## config.mk

```make
export PLATFORM = sky130hd
export DESIGN_NAME = ccs_charge_cycle_supervisor
export DESIGN_NICKNAME = d
export VERILOG_FILES = /design/src/rtl/ccs_charge_cycle_supervisor.v /design/src/rtl/ccs_result_mem.v
export VERILOG_INCLUDE_DIRS = /design/src /design/src/rtl
export SDC_FILE = /design/constraint.sdc
export NUM_CORES = 1
export LEC_CHECK = 0
export ABC_AREA = 0
export BUFFER_PORTS_ARGS = -buffer_cell sky130_fd_sc_hd__buf_2
export CORE_MARGIN = 4
export CORE_UTILIZATION = 35
export DETAILED_ROUTE_END_ITERATION = 12
export GPL_ROUTABILITY_DRIVEN = 1
export PLACE_DENSITY = 0.53
export SLEW_MARGIN = 20
export SYNTH_ARGS = -nofsm -noshare
export SYNTH_HDL_FRONTEND = slang
export SYNTH_SLANG_ARGS = --single-unit
```

## constraint.sdc

```tcl
create_clock -name clk -period 4.5 [get_ports clk]
set_clock_uncertainty 0.15 [all_clocks]
set_input_delay 1.125 -clock clk [delete_from_list [all_inputs] [get_ports clk]]
set_output_delay 1.125 -clock clk [all_outputs]
set_load 0.05 [all_outputs]
```

## src/rtl/ccs_regs.vh

```
`ifndef CCS_REGS_VH
`define CCS_REGS_VH
// Clock and time bases.
`define CCS_CLK_HZ 125000000
`define CCS_TICK_MS 1
`define CCS_TICK_CYCLES ((`CCS_CLK_HZ / 1000) * `CCS_TICK_MS)
// Timer durations in minutes, hours and seconds, nominal.
`define CCS_TOPOFF_15_MIN 15
`define CCS_TOPOFF_30_MIN 30
`define CCS_TOPOFF_45_MIN 45
`define CCS_TRICKLE_HR 1
`define CCS_PRECHG_HR 2
`define CCS_FAST_5_HR 5
`define CCS_FAST_8_HR 8
`define CCS_FAST_12_HR 12
`define CCS_FAST_24_HR 24
`define CCS_WDT_S 160
`define CCS_WDT_HIZ_MIN_S 100
`define CCS_WDT_MIN_S 136
// Monitor ranges in result units.
`define CCS_VBAT_MAX_MV 16'h4e20
`define CCS_VSYS_MAX_MV 16'h5dc0
`define CCS_IBAT_MAX_MA 16'h1f40
`define CCS_TS_MAX_CODE 16'h03ff
`define CCS_TDIE_MIN_HALF 16'hffb0
`define CCS_TDIE_MAX_HALF 16'h012c
// Result channel indices.
`define CCS_CH_IBAT 3'h0
`define CCS_CH_VIN 3'h1
`define CCS_CH_VBAT 3'h2
`define CCS_CH_VSYS 3'h3
`define CCS_CH_TS 3'h4
`define CCS_CH_TDIE 3'h5
// Reset defaults of the configuration state.
`define CCS_DEF_CHG_EN 1'b1
`define CCS_DEF_TOPOFF_SEL 2'h0
`define CCS_DEF_FAST_SEL 2'h2
`define CCS_DEF_PRECHG_SEL 1'b1
// Charge status codes.
`define CCS_STAT_IDLE 3'h0
`define CCS_STAT_TRICKLE 3'h1
`define CCS_STAT_PRECHG 3'h2
`define CCS_STAT_CC 3'h3
`define CCS_STAT_CV 3'h4
`define CCS_STAT_TOPOFF 3'h5
`define CCS_STAT_DONE 3'h6
`define CCS_STAT_FAULT 3'h7
// OTG output range in 10 mV steps.
`define CCS_OTG_MIN_CODE 12'h118
`define CCS_OTG_MAX_CODE 12'h898
`endif

```

## src/rtl/ccs_charge_cycle_supervisor.v

```verilog
`include "ccs_regs.vh"
module ccs_charge_cycle_supervisor #(
    parameter [31:0] TICK_CYCLES = `CCS_TICK_CYCLES
) (
    input wire clk,
    input wire reset,
    input wire clk_en,
    input wire adc_valid,
    input wire [2:0] adc_channel,
    input wire [15:0] adc_raw,
    input wire [2:0] result_sel,
    output reg [15:0] result_data,
    input wire [15:0] vbat_mv,
    input wire [15:0] ibat_ma,
    input wire [15:0] tdie_half_c,
    input wire [15:0] trickle_thr_mv,
    input wire [15:0] precharge_thr_mv,
    input wire [15:0] cv_thr_mv,
    input wire [15:0] recharge_thr_mv,
    input wire [15:0] term_current_ma,
    input wire [15:0] treg_thr_half_c,
    input wire src1_valid,
    input wire src2_valid,
    input wire host_src_sel_we,
    input wire host_src_sel,
    input wire cfg_we,
    input wire cfg_chg_en,
    input wire [1:0] cfg_topoff_sel,
    input wire [1:0] fast_charge_timer_sel,
    input wire precharge_timer_sel,
    input wire input_high_impedance_en,
    input wire otg_req,
    input wire [11:0] otg_code,
    input wire wdt_kick,
    input wire reg_reset,
    input wire fault_clear,
    output reg [2:0] charge_status,
    output reg charge_on,
    output reg current_reduce,
    output reg power_good_out,
    output reg host_alert,
    output reg timer_fault,
    output reg src_active,
    output reg src1_on,
    output reg src2_on,
    output reg otg_on,
    output reg [11:0] otg_setpoint,
    output reg wdt_expired,
    output reg chg_en,
    output reg [1:0] topoff_sel,
    output reg [1:0] fast_sel,
    output reg precharge_sel
);
    localparam [2:0] ST_IDLE = 3'h0;
    localparam [2:0] ST_TRICKLE = 3'h1;
    localparam [2:0] ST_PRECHG = 3'h2;
    localparam [2:0] ST_CC = 3'h3;
    localparam [2:0] ST_CV = 3'h4;
    localparam [2:0] ST_TOPOFF = 3'h5;
    localparam [2:0] ST_DONE = 3'h6;
    localparam [2:0] ST_FAULT = 3'h7;

    // Timers count millisecond ticks, so the longest 24 hour limit fits 27 bits.
    function [26:0] hr_ms;
        input [31:0] hr;
        reg [31:0] t;
        begin
            t = hr * 32'd3600000;
            hr_ms = t[26:0];
        end
    endfunction
    function [26:0] min_ms;
        input [31:0] mins;
        reg [31:0] t;
        begin
            t = mins * 32'd60000;
            min_ms = t[26:0];
        end
    endfunction
    function [15:0] clamp16;
        input [15:0] v;
        input [15:0] lim;
        begin
            clamp16 = (v > lim) ? lim : v;
        end
    endfunction

    reg [2:0] state;
    reg [2:0] next_state;
    reg [31:0] tick_cnt;
    reg tick;
    reg [26:0] phase_ms;
    reg [26:0] wdt_ms;
    reg [26:0] phase_limit;
    reg phase_expire;
    reg [15:0] scaled;
    wire [15:0] mem_rdata;
    wire cfg_defaults;

    // Millisecond tick keeps every timer narrow instead of counting raw cycles.
    always @(posedge clk) begin
        if (reset) begin
            tick_cnt <= 32'h0;
            tick <= 1'b0;
        end else if (clk_en) begin
            tick <= (tick_cnt == TICK_CYCLES - 32'h1);
            tick_cnt <= (tick_cnt == TICK_CYCLES - 32'h1) ? 32'h0 : tick_cnt + 32'h1;
        end
    end

    // Monitor results are clipped to the full scale of each channel except VIN, which is stored unclipped.
    always @* begin
        case (adc_channel)
            `CCS_CH_VBAT: scaled = clamp16(adc_raw, `CCS_VBAT_MAX_MV);
            `CCS_CH_VSYS: scaled = clamp16(adc_raw, `CCS_VSYS_MAX_MV);
            `CCS_CH_IBAT: scaled = clamp16(adc_raw, `CCS_IBAT_MAX_MA);
            `CCS_CH_TS: scaled = clamp16(adc_raw, `CCS_TS_MAX_CODE);
            `CCS_CH_TDIE: begin
                if ($signed(adc_raw) < $signed(`CCS_TDIE_MIN_HALF)) begin
                    scaled = `CCS_TDIE_MIN_HALF;
                end else if ($signed(adc_raw) > $signed(`CCS_TDIE_MAX_HALF)) begin
                    scaled = `CCS_TDIE_MAX_HALF;
                end else begin
                    scaled = adc_raw;
                end
            end
            default: scaled = adc_raw;
        endcase
    end

    ccs_result_mem u_mem (
        .clk(clk),
        .clk_en(clk_en),
        .we(adc_valid),
        .waddr(adc_channel),
        .wdata(scaled),
        .raddr(result_sel),
        .rdata(mem_rdata)
    );

    always @(posedge clk) begin
        if (reset) begin
            result_data <= 16'h0;
        end else if (clk_en) begin
            result_data <= mem_rdata;
        end
    end

    // Watchdog uses the nominal 160 s so expiry is never before either minimum.
    always @(posedge clk) begin
        if (reset) begin
            wdt_ms <= 27'h0;
            wdt_expired <= 1'b0;
        end else if (clk_en) begin
            wdt_expired <= 1'b0;
            if (wdt_kick) begin
                wdt_ms <= 27'h0;
            end else if (tick) begin
                if (wdt_ms == min_ms(`CCS_WDT_S) / 27'd60 * 27'd1 - 27'h1) begin
                    wdt_ms <= 27'h0;
                    wdt_expired <= 1'b1;
                end else begin
                    wdt_ms <= wdt_ms + 27'h1;
                end
            end
        end
    end

    assign cfg_defaults = wdt_expired | reg_reset;
    // Defaults outrank a host write in the same cycle, so a stale write cannot survive a reset.
    always @(posedge clk) begin
        if (reset || (clk_en && cfg_defaults)) begin
            chg_en <= `CCS_DEF_CHG_EN;
            topoff_sel <= `CCS_DEF_TOPOFF_SEL;
            fast_sel <= `CCS_DEF_FAST_SEL;
            precharge_sel <= `CCS_DEF_PRECHG_SEL;
            otg_setpoint <= `CCS_OTG_MIN_CODE;
        end else if (clk_en && cfg_we) begin
            chg_en <= cfg_chg_en;
            topoff_sel <= (cfg_topoff_sel == 2'h3) ? topoff_sel : cfg_topoff_sel;
            fast_sel <= fast_charge_timer_sel;
            precharge_sel <= precharge_timer_sel;
            if (otg_code >= `CCS_OTG_MIN_CODE && otg_code <= `CCS_OTG_MAX_CODE) begin
                otg_setpoint <= otg_code;
            end
        end
    end

    // Phase limits in milliseconds.
    always @* begin
        case (state)
            ST_TRICKLE: phase_limit = hr_ms(`CCS_TRICKLE_HR);
            ST_PRECHG: phase_limit = precharge_sel ? hr_ms(`CCS_PRECHG_HR) : hr_ms(`CCS_TRICKLE_HR);
            ST_CC, ST_CV: begin
                case (fast_sel)
                    2'h0: phase_limit = hr_ms(`CCS_FAST_5_HR);
                    2'h1: phase_limit = hr_ms(`CCS_FAST_8_HR);
                    2'h2: phase_limit = hr_ms(`CCS_FAST_12_HR);
                    default: phase_limit = hr_ms(`CCS_FAST_24_HR);
                endcase
            end
            ST_TOPOFF: begin
                case (topoff_sel)
                    2'h0: phase_limit = min_ms(`CCS_TOPOFF_15_MIN);
                    2'h1: phase_limit = min_ms(`CCS_TOPOFF_30_MIN);
                    default: phase_limit = min_ms(`CCS_TOPOFF_45_MIN);
                endcase
            end
            default: phase_limit = 27'h7ffffff;
        endcase
        phase_expire = tick && (phase_ms >= phase_limit - 27'h1);
    end

    // Phase selection from battery voltage, charge current in CV and the phase timers.
    always @* begin
        next_state = state;
        case (state)
            ST_IDLE: begin
                if (chg_en && src_active) begin
                    if (vbat_mv < trickle_thr_mv) next_state = ST_TRICKLE;
                    else if (vbat_mv < precharge_thr_mv) next_state = ST_PRECHG;
                    else if (vbat_mv < cv_thr_mv) next_state = ST_CC;
                    else next_state = ST_CV;
                end
            end
            ST_TRICKLE: begin
                if (phase_expire) next_state = ST_FAULT;
                else if (vbat_mv >= trickle_thr_mv) next_state = ST_PRECHG;
            end
            ST_PRECHG: begin
                if (phase_expire) next_state = ST_FAULT;
                else if (vbat_mv >= precharge_thr_mv) next_state = ST_CC;
            end
            ST_CC: begin
                if (phase_expire) next_state = ST_FAULT;
                else if (vbat_mv >= cv_thr_mv) next_state = ST_CV;
            end
            ST_CV: begin
                if (phase_expire) next_state = ST_FAULT;
                else if (ibat_ma < term_current_ma) next_state = ST_TOPOFF;
            end
            ST_TOPOFF: if (phase_expire) next_state = ST_DONE;
            ST_DONE: if (vbat_mv < recharge_thr_mv) next_state = ST_IDLE;
            ST_FAULT: if (fault_clear) next_state = ST_IDLE;
            default: next_state = ST_IDLE;
        endcase
        if (!chg_en || !src_active) begin
            if (state != ST_FAULT) next_state = ST_IDLE;
        end
    end

    always @(posedge clk) begin
        if (reset) begin
            state <= ST_IDLE;
            phase_ms <= 27'h0;
            timer_fault <= 1'b0;
        end else if (clk_en) begin
            state <= next_state;
            if (next_state != state) begin
                phase_ms <= 27'h0;
            end else if (tick) begin
                phase_ms <= phase_ms + 27'h1;
            end
            // A new expiry outranks a clear in the same cycle.
            if (state != ST_TOPOFF && phase_expire && next_state == ST_FAULT) begin
                timer_fault <= 1'b1;
            end else if (fault_clear) begin
                timer_fault <= 1'b0;
            end
        end
    end

    // Source arbitration holds the first arrival until it leaves or the host moves it.
    always @(posedge clk) begin
        if (reset) begin
            src1_on <= 1'b0;
            src2_on <= 1'b0;
        end else if (clk_en) begin
            if (host_src_sel_we) begin
                src1_on <= !host_src_sel && src1_valid;
                src2_on <= host_src_sel && src2_valid;
            end else begin
                if (src1_on && !src1_valid) src1_on <= 1'b0;
                if (src2_on && !src2_valid) src2_on <= 1'b0;
                if (!src1_on && !src2_on) begin
                    if (src1_valid) src1_on <= 1'b1;
                    else if (src2_valid) src2_on <= 1'b1;
                end
            end
        end
    end

    always @(posedge clk) begin
        if (reset) begin
            charge_status <= `CCS_STAT_IDLE;
            charge_on <= 1'b0;
            current_reduce <= 1'b0;
            power_good_out <= 1'b0;
            host_alert <= 1'b0;
            src_active <= 1'b0;
            otg_on <= 1'b0;
        end else if (clk_en) begin
            charge_status <= next_state;
            charge_on <= next_state != ST_IDLE && next_state != ST_DONE && next_state != ST_FAULT;
            current_reduce <= $signed(tdie_half_c) > $signed(treg_thr_half_c);
            power_good_out <= src1_valid | src2_valid;
            src_active <= src1_valid | src2_valid;
            host_alert <= next_state == ST_FAULT;
            otg_on <= otg_req && !(src1_valid | src2_valid);
        end
    end
endmodule // ccs_charge_cycle_supervisor

```

## src/rtl/ccs_result_mem.v

```verilog
module ccs_result_mem (
    input wire clk,
    input wire clk_en,
    input wire we,
    input wire [2:0] waddr,
    input wire [15:0] wdata,
    input wire [2:0] raddr,
    output reg [15:0] rdata
);
    reg [15:0] mem [0:7];
    always @(posedge clk) begin
        if (clk_en) begin
            if (we) begin
                mem[waddr] <= wdata;
            end
            rdata <= mem[raddr];
        end
    end
endmodule // ccs_result_mem

```

==> impl_results.md <==
* Port buffer count at 243
* Critical path origin: charge_status[2]$_SDFFE_PP0P_
* Ys flop type: edfxtp_1
* Worst flop-to-flop path startpoint: charge_status[2]$_SDFFE_PP0P_
* Initial antenna violation count at 1
* LEAKAGE at 7.973 nW
* Post-synth EDFFs at 144
* Max-slew violation count at 0
* Hpwl dp at 31990 µm
* Final setup vio count at 0
* TritonCTS clock tree: done
* Final GP Congestion at 0.8833
* CP startpoint kind: flip-flop
* Antenna Cells at 0
* Vias in the first global route at 12.70k
* Final TNS setup at 0 ns
* Cell Area, Synth at 15580 µm²
* Slew @ Worst Pin at 0.8945 ns
* Gr usage total at 17.26%
* Max stage delay cell, worst path: or4_1
* Placed cells at 2430
* WL/cell at 17.44 µm
* Post-synthesis sequential area ratio at 44.84%
* Arrival time at the worst endpoint at 4.75 ns
* Worst-path clk slew at 0.06 ns
* Die X at 219.0 µm
* DR vias/cell at 5.185
* Asr flop ratio synth at 0%
* # nets final at 2205
* Worst min-delay path class: reg2reg
* Buffers & Inverters on Critical Path at 4
* Critical path peak fanout at 8
* Setup Crit Path Kind: reg2reg
* Netlist cell types at 82
* Critical Path RT at 4.85 ns
* Hold path start: current_reduce$_SDFFE_PP0P_
* Antenna Nets Post-Route at 0
* Max_slew headroom at 40.24%
* Hold Worst Slack at 0.3080 ns
* DRC violations left at 0
* CTS buffer count at 31
* Via count at 12.95k
* RSZ-0062 raised after global routing: true
* Yosys reg bits at 277
* Cell accounting for the most synthesized area: edfxtp_1
* Area contributors post-synth: edfxtp_1, dfxtp_1, ha_1, mux4_2, nor2_1
* Layout cells sized above 1 at 25.87%
* Post-Syn Nets at 1904
* Initial Utilization at 35.31%
* Area share of the largest cell type after synthesis at 27.75%
* Clk sinks at 277
* Area of the core at 44120 µm²
* Std-Cell Rows at 77
* H-tree Lvls at 1
* Dpl cell area at 17930 µm²
* Initial DRT Pass Iterations at 5
* Remaining global-route overflow at 0
* Clk_lat worst skew at 0.58 ns
* Max Buffers Root-to-Sink at 3
* First-pass GRT wire length at 67300 µm
* Post-synthesis area per instance at 9.861 µm²
* Layout area overhead at 24.13%
* I/O pin count at 245
* Die Y at 219.0 µm
* Crit end category: flip-flop
* Worst setup margin at 0.1061 ns
* Delay-heaviest family, CP: simple AND/OR/NAND/NOR gates
* Post-route insts no fill at 2498
* Final Cycle Share at 97.64%
* Max Freq at 0.2276 GHz
* Endpoints failing hold at 0
* Status: finished, final reports clean
* Synth warnings at 0
* Min Tclk post-route at 4.394 ns
* Maximum vdd drop at 281.2 µV
* Finished Cell Area at 19340 µm²
* Cell mode on critical path: buf_6
* Largest net degree at the start of global routing at 51
* CTS Hold Buffers Added at 0
* CP peak stage delay at 0.51 ns
* Max Cap Viol at 0
* Crit-path cells: buf_6 -> or3_4 -> nand2_4 -> a21oi_2 -> ha_1 -> nand3_2 -> nor3_2 -> buf_4 -> nand4_1 -> o211ai_1 -> o21ai_4 -> o311a_4 -> a211o_1 -> nand4_4 -> nor3_4 -> buf_6 -> buf_12 -> or4_1 -> a21oi_1
* Die area at 47950 µm²
* Synthesized instance count at 1580
* PwrDens at 317.7 nW/µm²
* Fillers at 4291
* Pre-CTS WS at -0.07601 ns
* Final WL at 43570 µm
* 1st-iter DRT viols at 624
* CTS root buf: clkbuf_16
==> layout by cell type, fill, tap and decap left out, types with 17 or more instances in the layout <==
cell type  instances
a21o_1            18
a21oi_1          101
buf_2            242
buf_4             69
clkbuf_16         34
dfxtp_1          127
edfxtp_1         144
ha_1             121
inv_1            115
mux2i_1           32
mux4_2            32
nand2_1          130
nand3_1           50
nand4_1           41
nor2_1           179
nor3_1            23
o21ai_0           54
o31ai_1           17
or3_1             21
xor2_1            33
==> synth_stat cells, types with 22 or more instances <==
master / instances
nor2_1: 185
clkbuf_1: 43
inv_1: 117
ha_1: 126
dfxtp_1: 133
mux4_2: 32
o21ai_0: 59
nand2_1: 133
nor3_1: 30
a21oi_1: 106
mux2i_1: 32
nand4_1: 41
nand3_1: 51
or3_1: 22
xor2_1: 33
edfxtp_1: 144
==> per-layer routing <==
layer	GRT usage (%)	vias up	wire length, µm
met2	29.13	312	20580
li1	-	6402	-
met3	2.894	68	2334
met5	0	-	0
met4	4.045	0	1027
met1	23.27	6171	19630
==> power by group <==
part	leakage (nW)	total (W)	internal, W	switching, W
sequential	2.37	0.00276	0.00274	0.0000273
combinational	5.13	0.000950	0.000397	0.000553
clock	0.478	0.00243	0.00140	0.00103
total	7.97	0.00614	0.00453	0.00161
==> worst reg2reg max path: cells and delay by family (launching register included) <==
kind / cells / cell delay, ns
buffers and inverters: 4 / 0.56
adders and majority gates: 1 / 0.32
DFF: 1 / 0.36
and+or+nand+nor: 8 / 1.61
AOI/OAI and AO/OA: 6 / 1.32
==> final cells by class <==
type / count / area, µm² / share of cell area [%]
Inverter: 119 / 449.2 / 2.323
Timing Repair Buffer: 328 / 1997 / 10.33
Clock inverter: 11 / 96.34 / 0.4982
Tap cell: 592 / 740.7 / 3.830
Sequential cell: 277 / 7007 / 36.23
Clock buffer: 47 / 875.8 / 4.529
Multi-Input combinational cell: 1124 / 8174 / 42.27
==> per-stage QoR <==
stage	total power, W	utilization (%)
detailed placement	0.003685	40.65
finish	0.006144	43.83
global placement	0.003669	40.65
CTS	0.006132	42.85
floorplan	0.003338	-
global route	0.006428	43.83
==> sequential cells by signal (all words and copies together) (netlist names), 2 cells and up <==
register / cells
tick_cnt: 32
otg_setpoint: 12
u_mem.mem: 128
charge_status: 3
fast_sel: 2
phase_ms: 27
wdt_ms: 27
result_data: 16
u_mem.rdata: 16
topoff_sel: 2
==> cells by family (layout without fill, tap and decap cells) <==
logic type,Yosys count,after routing,share of synthesized area [%]
AO/OA/AOI/OAI,303,303,12.45
XOR/XNOR,48,48,2.698
adder cells (fa/ha/maj),126,126,10.12
buffers and inverters,179,505,4.489
flip-flops,277,277,44.84
multiplexers,80,80,7.838
AND/OR/NAND/NOR,567,567,17.56
==> path summary, 6_finish.rpt <==
kind                            endpoint  slack (ns)  depth (start not counted)
min          current_reduce$_SDFFE_PP0P_        0.31                          2
min reg2reg  current_reduce$_SDFFE_PP0P_        0.31                          2
max reg2reg    phase_ms[19]$_SDFFE_PP0P_        0.11                         19
max            phase_ms[19]$_SDFFE_PP0P_        0.11                         19
==> timing repair <==
item                                    4_1_cts  5_1_grt
buffers inserted                              0        7
resized for setup                             0       79
endpoints found under the setup margin        0       27
Note: power is estimated with default switching activity, not from simulation.
